==> config.mk <==
export PLATFORM = sky130hd
export DESIGN_NAME = cfr_core_flags
export DESIGN_NICKNAME = d
export VERILOG_FILES = /design/src/cfr_pkg.sv /design/src/cfr_core_flags.sv /design/src/cfr_flag_logic.sv
export SDC_FILE = /design/constraint.sdc
export NUM_CORES = 1
export LEC_CHECK = 0
export ABC_CLOCK_PERIOD_IN_PS = 2700
export BUFFER_PORTS_ARGS = -buffer_cell sky130_fd_sc_hd__buf_4
export CAP_MARGIN = 20
export CORE_MARGIN = 1
export CORE_UTILIZATION = 25
export CTS_CLUSTER_SIZE = 8
export DETAILED_ROUTE_END_ITERATION = 8
export GPL_ROUTABILITY_DRIVEN = 0
export GPL_TIMING_DRIVEN = 1
export REMOVE_ABC_BUFFERS = 1
export SKIP_LAST_GASP = 1
export SLEW_MARGIN = 40
export SYNTH_ARGS = -nofsm -noshare
export SYNTH_HDL_FRONTEND = slang
export SYNTH_SLANG_ARGS = --single-unit
==> constraint.sdc <==
create_clock -name clk_sys -period 2.7 [get_ports clk_sys]
set_clock_uncertainty 0.1 [all_clocks]
set_input_delay 0.135 -clock clk_sys [delete_from_list [all_inputs] [get_ports clk_sys]]
set_output_delay 0.135 -clock clk_sys [all_outputs]
set_load 0.1 [all_outputs]
==> src/cfr_pkg.sv <==
// package for the core flag register block: addresses, field layout,
// reset values, operation classes and the structs that carry them.
// assumes a single core clock and a synchronous active-high reset.
package cfr_pkg;

    localparam int unsigned INSTR_W   = 12;
    localparam int unsigned DATA_W    = 8;
    localparam int unsigned FADDR_W   = 5;
    localparam int unsigned NIB_W     = 4;
    localparam int unsigned PROG_PAGE_WORDS = 512;

    // file and register-port addresses
    localparam logic [FADDR_W-1:0] FLAG_ADDR = 5'h03;
    localparam logic [FADDR_W-1:0] STAT_ADDR = 5'h1f;

    // flag register field positions
    localparam int unsigned BIT_SPARE = 7;
    localparam int unsigned BIT_PGHI  = 6;
    localparam int unsigned BIT_PGLO  = 5;
    localparam int unsigned BIT_TO    = 4;
    localparam int unsigned BIT_PD    = 3;
    localparam int unsigned BIT_Z     = 2;
    localparam int unsigned BIT_NC    = 1;
    localparam int unsigned BIT_C     = 0;

    // bits that instructions and software may write as plain data
    localparam logic [DATA_W-1:0] DATA_WR_MASK = 8'he7;
    // bits owned by the flag logic when an instruction affects them
    localparam logic [DATA_W-1:0] ALU_FLAG_MASK = 8'h07;
    // cause flags read as one after reset, all else zero
    localparam logic [DATA_W-1:0] FLAG_RST = 8'h18;

    // instruction cycle length in core clocks
    localparam int unsigned CLK_PER_ICYC = 4;

    // operation classes handed over by instruction decode
    typedef enum logic [2:0] {
        OP_NONE   = 3'h0,
        OP_ADD    = 3'h1,
        OP_SUB    = 3'h2,
        OP_LOGIC  = 3'h3,
        OP_CLEAR  = 3'h4,
        OP_MOVE   = 3'h5,
        OP_BITCLR = 3'h6,
        OP_BITSET = 3'h7
    } cfr_op_e;

    // one decoded instruction from the execution unit
    typedef struct packed {
        logic [INSTR_W-1:0] word;
        cfr_op_e            op;
        logic               branch;
        logic               dest_wr;
        logic [FADDR_W-1:0] dest_addr;
        logic [DATA_W-1:0]  result;
        logic [DATA_W-1:0]  opa;
        logic [DATA_W-1:0]  opb;
    } cfr_instr_s;

    // flag logic answer: values and which of z, nc, c are touched
    typedef struct packed {
        logic       z;
        logic       nc;
        logic       c;
        logic [2:0] upd;
    } cfr_flags_s;

endpackage : cfr_pkg

==> src/cfr_core_flags.sv <==
// core flag register with write guard, instruction cycle pacing and a
// small register port. assumes the execution unit runs on clk_sys and
// presents one decoded instruction while instr_valid is high.
`timescale 1ns/1ns
`default_nettype none

module cfr_core_flags
    import cfr_pkg::*;
#(
    parameter int unsigned ICYC_CLKS = CLK_PER_ICYC
)(
    // clock and reset
    input  wire logic               clk_sys,
    input  wire logic               srst,
    // instruction execution side
    input  wire logic               instr_valid,
    input  wire cfr_instr_s         instr,
    output logic                    instr_ready,
    output logic                    instr_retire,
    // reset-cause logic
    input  wire logic               cause_load,
    input  wire logic               cause_timeout,
    input  wire logic               cause_powerdown,
    // register port
    input  wire logic [FADDR_W-1:0] reg_addr,
    input  wire logic [DATA_W-1:0]  reg_wdata,
    input  wire logic               reg_wr,
    input  wire logic               reg_rd,
    output logic [DATA_W-1:0]       reg_rdata,
    // flag register view
    output logic [DATA_W-1:0]       flag_out
);

    localparam int unsigned CNT_W = (ICYC_CLKS > 1) ? $clog2(ICYC_CLKS) : 1;
    localparam logic [CNT_W-1:0] CNT_LAST = CNT_W'(ICYC_CLKS - 1);

    // divider needs at least one clock per instruction cycle
    if (ICYC_CLKS < 1) begin : g_bad_icyc
        $error("ICYC_CLKS must be at least 1");
    end

    typedef struct packed {
        logic [CNT_W-1:0]   cnt;
        logic               icyc_en;
        logic               branch_pend;
        logic               ready;
        logic               retire;
        logic [DATA_W-1:0]  flag;
        logic [INSTR_W-1:0] last_word;
        logic [DATA_W-1:0]  rdata;
    } cfr_state_s;

    cfr_state_s st_reg;
    cfr_state_s st_next;
    cfr_flags_s alu_flags;
    logic       take;
    logic       instr_hits_flag;
    logic [DATA_W-1:0] guard;

    // flag values for the instruction on offer
    cfr_flag_logic u_flag_logic (
        .instr (instr),
        .flags (alu_flags)
    );

    // next-state logic for pacing, flag register and register port
    always_comb begin
        st_next        = st_reg;
        st_next.retire = 1'b0;
        st_next.rdata  = '0;
        take           = 1'b0;
        guard          = DATA_WR_MASK;

        // instruction cycle enable from the clock divider
        st_next.icyc_en = (st_reg.cnt == CNT_LAST);
        st_next.cnt     = (st_reg.cnt == CNT_LAST) ? '0 : st_reg.cnt + 1'b1;

        if (st_reg.icyc_en) begin
            if (st_reg.branch_pend) begin
                st_next.branch_pend = 1'b0;
                st_next.ready       = 1'b1;
            end else if (instr_valid) begin
                take                = 1'b1;
                st_next.retire      = 1'b1;
                st_next.branch_pend = instr.branch;
                st_next.ready       = ~instr.branch;
            end
        end

        instr_hits_flag = take && instr.dest_wr && (instr.dest_addr == FLAG_ADDR);

        if (take) begin
            st_next.last_word = instr.word;
        end

        // guard alu bits on flag-affecting ops
        if (alu_flags.upd != 3'h0) begin
            guard = DATA_WR_MASK & ~ALU_FLAG_MASK;
        end

        if (instr_hits_flag) begin
            // clear zeroes page bits, sets z
            st_next.flag = (st_reg.flag & ~guard) | (instr.result & guard);
        end else if (reg_wr && reg_addr == FLAG_ADDR) begin
            // software write acts like a move
            st_next.flag = (st_reg.flag & ~DATA_WR_MASK) | (reg_wdata & DATA_WR_MASK);
        end

        // flag logic supplies z, nc, c
        if (take) begin
            if (alu_flags.upd[2]) st_next.flag[BIT_Z]  = alu_flags.z;
            if (alu_flags.upd[1]) st_next.flag[BIT_NC] = alu_flags.nc;
            if (alu_flags.upd[0]) st_next.flag[BIT_C]  = alu_flags.c;
        end

        // only the cause logic moves these
        if (cause_load) begin
            st_next.flag[BIT_TO] = cause_timeout;
            st_next.flag[BIT_PD] = cause_powerdown;
        end

        // read data stands the cycle after the strobe
        if (reg_rd) begin
            case (reg_addr)
                FLAG_ADDR: st_next.rdata = st_reg.flag;
                STAT_ADDR: st_next.rdata = {6'h00, st_reg.branch_pend, st_reg.ready};
                default:   st_next.rdata = '0;
            endcase
        end
    end

    // state register
    // one byte holds alu and cause flags
    always_ff @(posedge clk_sys) begin
        if (srst) begin
            st_reg       <= '0;
            st_reg.ready <= 1'b1;
            st_reg.flag  <= FLAG_RST;
        end else begin
            st_reg <= st_next;
        end
    end

    // outputs straight from the state register
    // page bits visible for paging
    assign instr_ready  = st_reg.ready;
    assign instr_retire = st_reg.retire;
    assign reg_rdata    = st_reg.rdata;
    assign flag_out     = st_reg.flag;

endmodule // cfr_core_flags

`default_nettype wire

==> src/cfr_flag_logic.sv <==
// combinational flag logic: zero, nibble carry and carry per operation.
// assumes operands and result are stable for the taking clock edge.
`timescale 1ns/1ns
`default_nettype none

module cfr_flag_logic
    import cfr_pkg::*;
(
    // decoded instruction
    input  wire cfr_instr_s instr,
    // computed flags
    output cfr_flags_s      flags
);

    logic [DATA_W:0] sum;
    logic [NIB_W:0]  nsum;

    // subtraction keeps carry as "no borrow", so compare instead of add
    always_comb begin
        sum   = {1'b0, instr.opa} + {1'b0, instr.opb};
        nsum  = {1'b0, instr.opa[NIB_W-1:0]} + {1'b0, instr.opb[NIB_W-1:0]};
        flags = '0;
        case (instr.op)
            OP_ADD: begin
                flags.z   = (sum[DATA_W-1:0] == '0);
                flags.nc  = nsum[NIB_W];
                flags.c   = sum[DATA_W];
                flags.upd = 3'h7;
            end
            OP_SUB: begin
                flags.z   = (instr.opa == instr.opb);
                flags.nc  = (instr.opa[NIB_W-1:0] >= instr.opb[NIB_W-1:0]);
                flags.c   = (instr.opa >= instr.opb);
                flags.upd = 3'h7;
            end
            OP_LOGIC, OP_CLEAR: begin
                flags.z   = (instr.result == '0);
                flags.upd = 3'h4;   // zero only
            end
            default: begin
                flags = '0;         // move and bit ops leave flags alone
            end
        endcase
    end

endmodule // cfr_flag_logic

`default_nettype wire

After elaboration in Yosys (flattened, before gate mapping)
Cells that the tools add are included.
W data, S select, Z words.
- add/sub/neg operators: 3
- $lt $le $gt $ge: 2
- eq/ne operators: 9
- mux-type cells: 17
- bitwise gates (word level): 8
- reduce and logical (&&, ||, !) cells: 15
- operator list (operator ; count):
    $and A8 B8 Y8 ; 2
    $logic_not A8 Y1 ; 2
    $mux W8 ; 2
    $pmux W8 S2 ; 1
    $eq A5 B2 Y1 const B ; 2
    $add A8 B8 Y9 ; 1
    $mux W3 ; 3
    $eq A8 B8 Y1 ; 1
    $ge A8 B8 Y1 ; 1
    $not A8 Y8 ; 1
    $or A5 B8 Y8 ; 1
    $or A8 B8 Y8 ; 1
    $reduce_or A2 Y1 ; 4
    $eq A3 B2 Y1 const B ; 2
    $mux W1 ; 6
    $pmux W3 S2 ; 1
    $reduce_bool A3 Y1 ; 2
    $add A4 B4 Y5 ; 1
    $eq A5 B5 Y1 const B ; 1
    $ge A4 B4 Y1 ; 1
    $mux W2 ; 2
    $pmux W2 S2 ; 1
    $reduce_bool A2 Y1 ; 2
    $eq A3 B1 Y1 const B ; 1
    other kinds (8) ; 12
- bits in registers: 22
- output and inout bits: 18
- logic and storage cells: 63

Longest topological paths before layout
Gate-level depths: netlist (run 1).
- word-level depth: 11
- gate-level depth with buffers: 9
- depth with buffers taken out: 8

Cells and area by module
Synthesis (run 1) repeated with hierarchy kept, for this count alone.
- cells, all modules: 196
- area total of the unflattened synthesis: 1710.4 µm²
- by module, submodules not included (module ; instances ; cells each ; area each (µm²) ; seq. area each (µm²)):
    cfr_core_flags ; 1 ; 114 ; 1067.3 ; 440.4
    cfr_flag_logic ; 1 ; 82 ; 643.1 ; 0.0

Worst setup path before layout (run 1)
OpenSTA, ideal clock, no wires.
- kind: input port to flip-flop
- start: input port instr[0] (netlist bit)
- end: register st_reg, in the netlist flag_out[2]
- setup time: 0.115 ns
- arrival time: 1.740 ns
- data required time: 2.485 ns
- setup slack: 0.746 ns
- cell stages on the path: 8
- path buffers: 0
- cells stage by stage: ha_1 -> fa_1 -> nand2b_1 -> a21oi_1 -> a211oi_1 -> xnor2_1 -> a41oi_1 -> a2111oi_0
- longest elaborated chain between the ends: 5
- elaborated cells on any way between the ends: 6
- classes of those cells: add/sub (1); eq/ne (1); mux (3); reduce/logical (1)
- ends and longest elaborated chain (element ; line ; text):
    start: declaration ; cfr_core_flags.sv:17 ; input wire cfr_instr_s instr,
    $add A8 B8 Y9 ; cfr_flag_logic.sv:20 ; sum = {1'b0, instr.opa} + {1'b0, instr.opb};
    $logic_not A8 Y1 ; cfr_flag_logic.sv:25 ; flags.z = (sum[DATA_W-1:0] == '0);
    $pmux W1 S3 (*) ; cfr_flag_logic.sv:23 ; case (instr.op)
    $mux W1 (*) ; cfr_core_flags.sv:111 ; if (alu_flags.upd[2]) st_next.flag[BIT_Z] = alu_flags.z;
    $mux W3 (*) ; cfr_core_flags.sv:110 ; if (take) begin
    end signal: assignment ; cfr_core_flags.sv:140 ; st_reg <= st_next;
    end: declaration ; cfr_core_flags.sv:53 ; cfr_state_s st_reg;
Every way passes the cells marked *; elsewhere a longest branch is shown, timed or not.
A chain may end at the register's enable or synchronous reset.

Worst setup path after layout (run 1)
Ends and elaborated chain as after synthesis.

==> results of run 1 <==
==> logic make-up after synthesis <==
logic type               count (synthesis)  share of synthesized area
buffers and inverters                   35                      0.116
flip-flops                              22                      0.256
AO/OA/AOI/OAI                           48                      0.193
multiplexers                             3                     0.0175
XOR/XNOR                                 2                     0.0102
AND/OR/NAND/NOR                         82                      0.271
adder cells (fa/ha/maj)                 18                      0.135
==> stage by stage <==
step           instance area (um^2)  utilization
6_report                       2280        0.351
5_1_grt                        2280        0.351
3_5_place_dp                   2210        0.340
2_1_floorplan                  1580            -
3_3_place_gp                   2210        0.340
4_1_cts                        2280        0.351
==> Yosys cell counts, drive strengths merged, types with 2 or more instances <==
master,n
a211oi,3
a21oi,8
a221oi,2
a22oi,2
a311oi,4
and2,7
buf,18
dfxtp,22
ha,17
inv,16
mux2i,3
nand2,16
nand2b,7
nand3,5
nand3b,2
nand4,3
nand4b,2
nor2,17
nor2b,7
nor3,5
nor3b,2
nor4,2
o211ai,3
o21a,2
o21ai,12
o22ai,3
o31ai,2
or4,3
xnor2,2
==> worst max-delay path: stages <==
cell	delay, ps
buf_4	110
ha_1	230
fa_1	380
nand2b_1	100
a21oi_1	120
a211oi_1	350
xnor2_1	170
a41oi_1	160
a2111oi_0	370
==> per-layer routing <==
layer / vias up / track usage / part of all wire
li1: 846 / - / -
met1: 735 / 0.144 / 0.45
met2: 62 / 0.207 / 0.45
met3: 6 / 0.0253 / 0.087
met4: 0 / 0.0324 / 0.011
met5: - / 0 / 0
==> worst max-delay path by stage <==
stage	startpoint	endpoint	slack, ps
after CTS	instr[0]	flag_out[2]	630
after global placement	instr[0]	flag_out[2]	450
final	instr[0]	flag_out[2]	610
after global routing	instr[0]	flag_out[2]	420
after detailed placement	instr[0]	flag_out[2]	360
after floorplan	instr[0]	flag_out[2]	750
==> area by class of cell <==
type	instances	area, um^2
Clock buffer	3	41.3
Clock inverter	1	30.0
Fill cell	692	4210
Inverter	16	60.1
Multi-Input combinational cell	153	1080
Sequential cell	22	440
Tap cell	77	96.3
Timing Repair Buffer	71	533
==> report_power, final <==
group,internal [W],total (W),switching (W)
clock,0.000198,0.000302,0.000105
combinational,0.000114,0.000242,0.000129
sequential,0.000332,0.000337,0.00000491
total,0.000644,0.000882,0.000238
==> flow_summary.yaml, run 1 <==
run_status:
  run_status: "finished, violations left"
  violations: "DRC"
drt:
  dr_total_vias: 1649
  avgViaCountPerCell: 4.81
  dr.pass1.iters: 7
  wl_per_cell_um: 12.6
  wirelength_um: 4310
  drc_errors: 10
  postRouteAntennaNets: 0
  drt_iter0_markers: 123
critical_path:
  r2r_start: "st_reg[30]"
  critical_path_arrival_ps: 2120
  reg2reg_slack_ps: 780
  path_max_fanout: 4
  cp-end-kind: "register"
  crit_path_start_kind: "input pin"
  required_ps: 2740
  r2r-end: "flag_out[1]"
  path_class: "in -> reg"
  r2r_cells: 6
cells_and_area:
  syn2layout_area_growth_pct: 32.6
  final_cell_mix: "buf_4, dfxtp_1, nor2_1, ha_1"
  n_antenna_cell: 0
  nets: 352
  stdcell_count: 343
  layout-drive-gt1-share: 0.320
  layout_commonest_cell: "buf_4"
logic_synthesis:
  ys_seq_area_frac: 0.256
  yosysTopAreaCellShare: 0.256
  mappedNetlistArea_um2: 1720
  syn_avg_cell_area_um2: 8.19
  ys_types: 53
  synth_cells: 210
  async_flop_share: 0
  synth_ff_type: "dfxtp_1"
  synth-seq-cells: 22
  synth_edf_count: 0
  ys_top_cells_by_area: "dfxtp_1, ha_1, buf_4"
  yosysTopAreaCell: "dfxtp_1"
  yosys_warnings: 0
clock_network:
  root_buffer: "clkbuf_8"
  cts_tree: "built"
  cts_buffer_depth: 2
  path_clk_slew_ps: 80
  clock_latency_ps: 260
  clock-sinks: 22
  holdBufCountCts: 0
  htree_levels: 1
  cts_resized: 0
  post_cts_buffers: 0
  numCtsBuffers: 3
floorplanning:
  rows: 29
  coreArea_um2: 6490
  dieWidth_um: 85.0
  start_util: 0.265
  die_h_um: 85.0
  ios: 85
  dieArea_um2: 7220
sta:
  post-route-period-util: 0.772
  setup_violations: 0
  grt_setup_unrepaired: "no"
  timing.slew.headroom: 0.655
  fmax_ghz: 0.480
  period_minus_slack_ps: 2090
  hold_viol: 0
  whs_ps: 0.0118
  finalSetupTns_ps: 0
  tightest_slew_ps: 517
  finalMaxSlewViolations: 0
  setup_slack_ps: 615
worst_hold_path:
  hold_start: "cause_timeout"
  hold_class: "in -> reg"
  hold_path_depth: 3
  whs_endpoint: "flag_out[4]"
place:
  place_ws_ps: 365
  io_buffers: 70
  hpwlAfterDp_um: 3600
  placedCellCount: 339
global_route:
  grt_pass1_wl_um: 6960
  overflow: 0
  grt_max_degree: 14
  grt_use_total: 0.117
  antenna_found_initial: 0
  grt_pass1_vias: 1555
flow_run:
  cap_viol_max_count: 0
power:
  total_power_w: 0.000882
  power.density_nw_per_um2: 387
  leakagePower_nw: 1.03
  ir_drop_mv: 0.155
Power figures use the tool's default switching activity.
==> run 2, diff against run 1 <==
- ABC_CLOCK_PERIOD_IN_PS: 2700 -> 1700
- clock period: 2.7 -> 1.7 ns (I/O delays scaled with it)
==> run 2 against run 1 <==
Net effect:
- the run ends with DRC, setup timing left
- worst setup slack got worse by 690 ps
- hold slack improved by 22 ps
- non-clock buffer count rose by 31
- via count rose by 6.9%
- routed wire length rose by 9.9%
- highest routed layer unchanged
==> flow_summary.yaml, run 2 (synthesis results as in run 1) <==
run_status:
  run_status: "finished, violations left"
  violations: "DRC, setup timing"
clock_network:
  path_clk_slew_ps: 80
  root_buffer: "clkbuf_8"
  clock_latency_ps: 260
  cts_tree: "built"
  numCtsBuffers: 3
  cts_buffer_depth: 2
  htree_levels: 1
  clock-sinks: 22
sta:
  whs_ps: 21.6
  hold_viol: 0
  fmax_ghz: 0.563
  post-route-period-util: 1.04
  period_minus_slack_ps: 1770
  finalMaxSlewViolations: 0
  setup_slack_ps: -74.7
  grt_setup_unrepaired: "yes"
  timing.slew.headroom: 0.741
  setup_violations: 4
  tightest_slew_ps: 388
drt:
  dr.pass1.iters: 8
  dr_total_vias: 1763
  wirelength_um: 4730
  avgViaCountPerCell: 4.71
  postRouteAntennaNets: 0
  drt_iter0_markers: 117
  wl_per_cell_um: 12.7
  drc_errors: 10
power:
  power.density_nw_per_um2: 578
  leakagePower_nw: 1.20
  total_power_w: 0.00150
  ir_drop_mv: 0.272
place:
  hpwlAfterDp_um: 3810
  placedCellCount: 361
  io_buffers: 70
cells_and_area:
  fin_util: 0.400
  layout_commonest_cell: "buf_4"
  nets: 383
  syn2layout_area_growth_pct: 51.0
  final_cell_mix: "buf_4, dfxtp_1, nor2_1"
  layout-drive-gt1-share: 0.414
  stdcell_count: 374
  n_antenna_cell: 0
critical_path:
  cp_num_buf_inv: 1
  crit_family: "compound AO/OA/AOI/OAI gates"
  crit_path_start_kind: "input pin"
  cp_slowest_cell: "fa_2"
  critical_path_arrival_ps: 1820
  required_ps: 1750
  critPathMaxStageDelay_ps: 370
  cp-end-kind: "register"
  path_cells: "buf_4 -> ha_2 -> fa_2 -> nand2b_4 -> a21oi_4 -> a211oi_4 -> xnor2_1 -> a41oi_1 -> a2111oi_0"
  path_max_fanout: 3
  path_class: "in -> reg"
floorplanning:
  ios: 85
  dieWidth_um: 85.0
  start_util: 0.265
  die_h_um: 85.0
  dieArea_um2: 7220
  rows: 29
  coreArea_um2: 6490
flow_run:
  cap_viol_max_count: 0
global_route:
  overflow: 0
  grt_use_total: 0.129
  antenna_found_initial: 0
  grt_pass1_vias: 1665
  grt_max_degree: 14
  grt_pass1_wl_um: 7570
worst_hold_path:
  hold_class: "in -> reg"
## run 2: timing repair
action | CTS | global route
hold endpoints to repair | 11 | 0
hold buffers | 6 | 0
gates cloned | 0 | 0
buffers inserted | 0 | 3
gates resized for setup | 5 | 12
pin swaps | 5 | 4
setup endpoints to repair | 3 | 3
## run 2: path summary, 6_finish.rpt
kind	startpoint	cells past startpoint	to	slack, ps
min	reg_wdata[5]	3	flag_out[5]	20
min reg2reg	st_reg[32]	1	st_reg[32]	330
max reg2reg	st_reg[30]	6	flag_out[0]	-60
max	instr[0]	9	flag_out[2]	-70
## run 2: metal layers
layer / track usage / up-vias / routed length (um) / share of wire
li1: - / 907 / - / -
met1: 0.161 / 782 / 2070 / 0.44
met2: 0.232 / 69 / 2310 / 0.49
met3: 0.0195 / 5 / 310 / 0.065
met4: 0.0324 / 0 / 49 / 0.010
met5: 0 / - / 0 / 0
## run 2: power breakdown
group / switching, W / internal [W]
logic: 0.000235 / 0.000245
registers: 0.00000727 / 0.000528
clock network: 0.000172 / 0.000315
## run 2: cell type report
| cell class | count | area (um^2) |
|---|---|---|
| fill | 663 | 3900 |
| clock inverter | 1 | 30.0 |
| tap | 77 | 96.3 |
| multi-input combinational | 153 | 1150 |
| clock buffer | 3 | 41.3 |
| timing repair buffer | 102 | 781 |
| inverter | 16 | 60.1 |
| sequential | 22 | 443 |
## run 2: worst register-to-register path: stages (launching register included)
cell	delay, ps
dfxtp_2	330
nand3b_4	150
or4_4	510
or2_4	290
nand2_2	70
o22ai_2	80
o211ai_2	150
## run 2: per-stage QoR
step | cell area (um^2) | worst slack [ps] | setup TNS [ps]
finish | 2600 | -74.7 | -200
detailed placement | 2370 | -542 | -1100
floorplan | 1580 | -204 | -488
CTS | 2520 | -84.3 | -247
global route | 2600 | -123 | -492
global placement | 2370 | -425 | -890
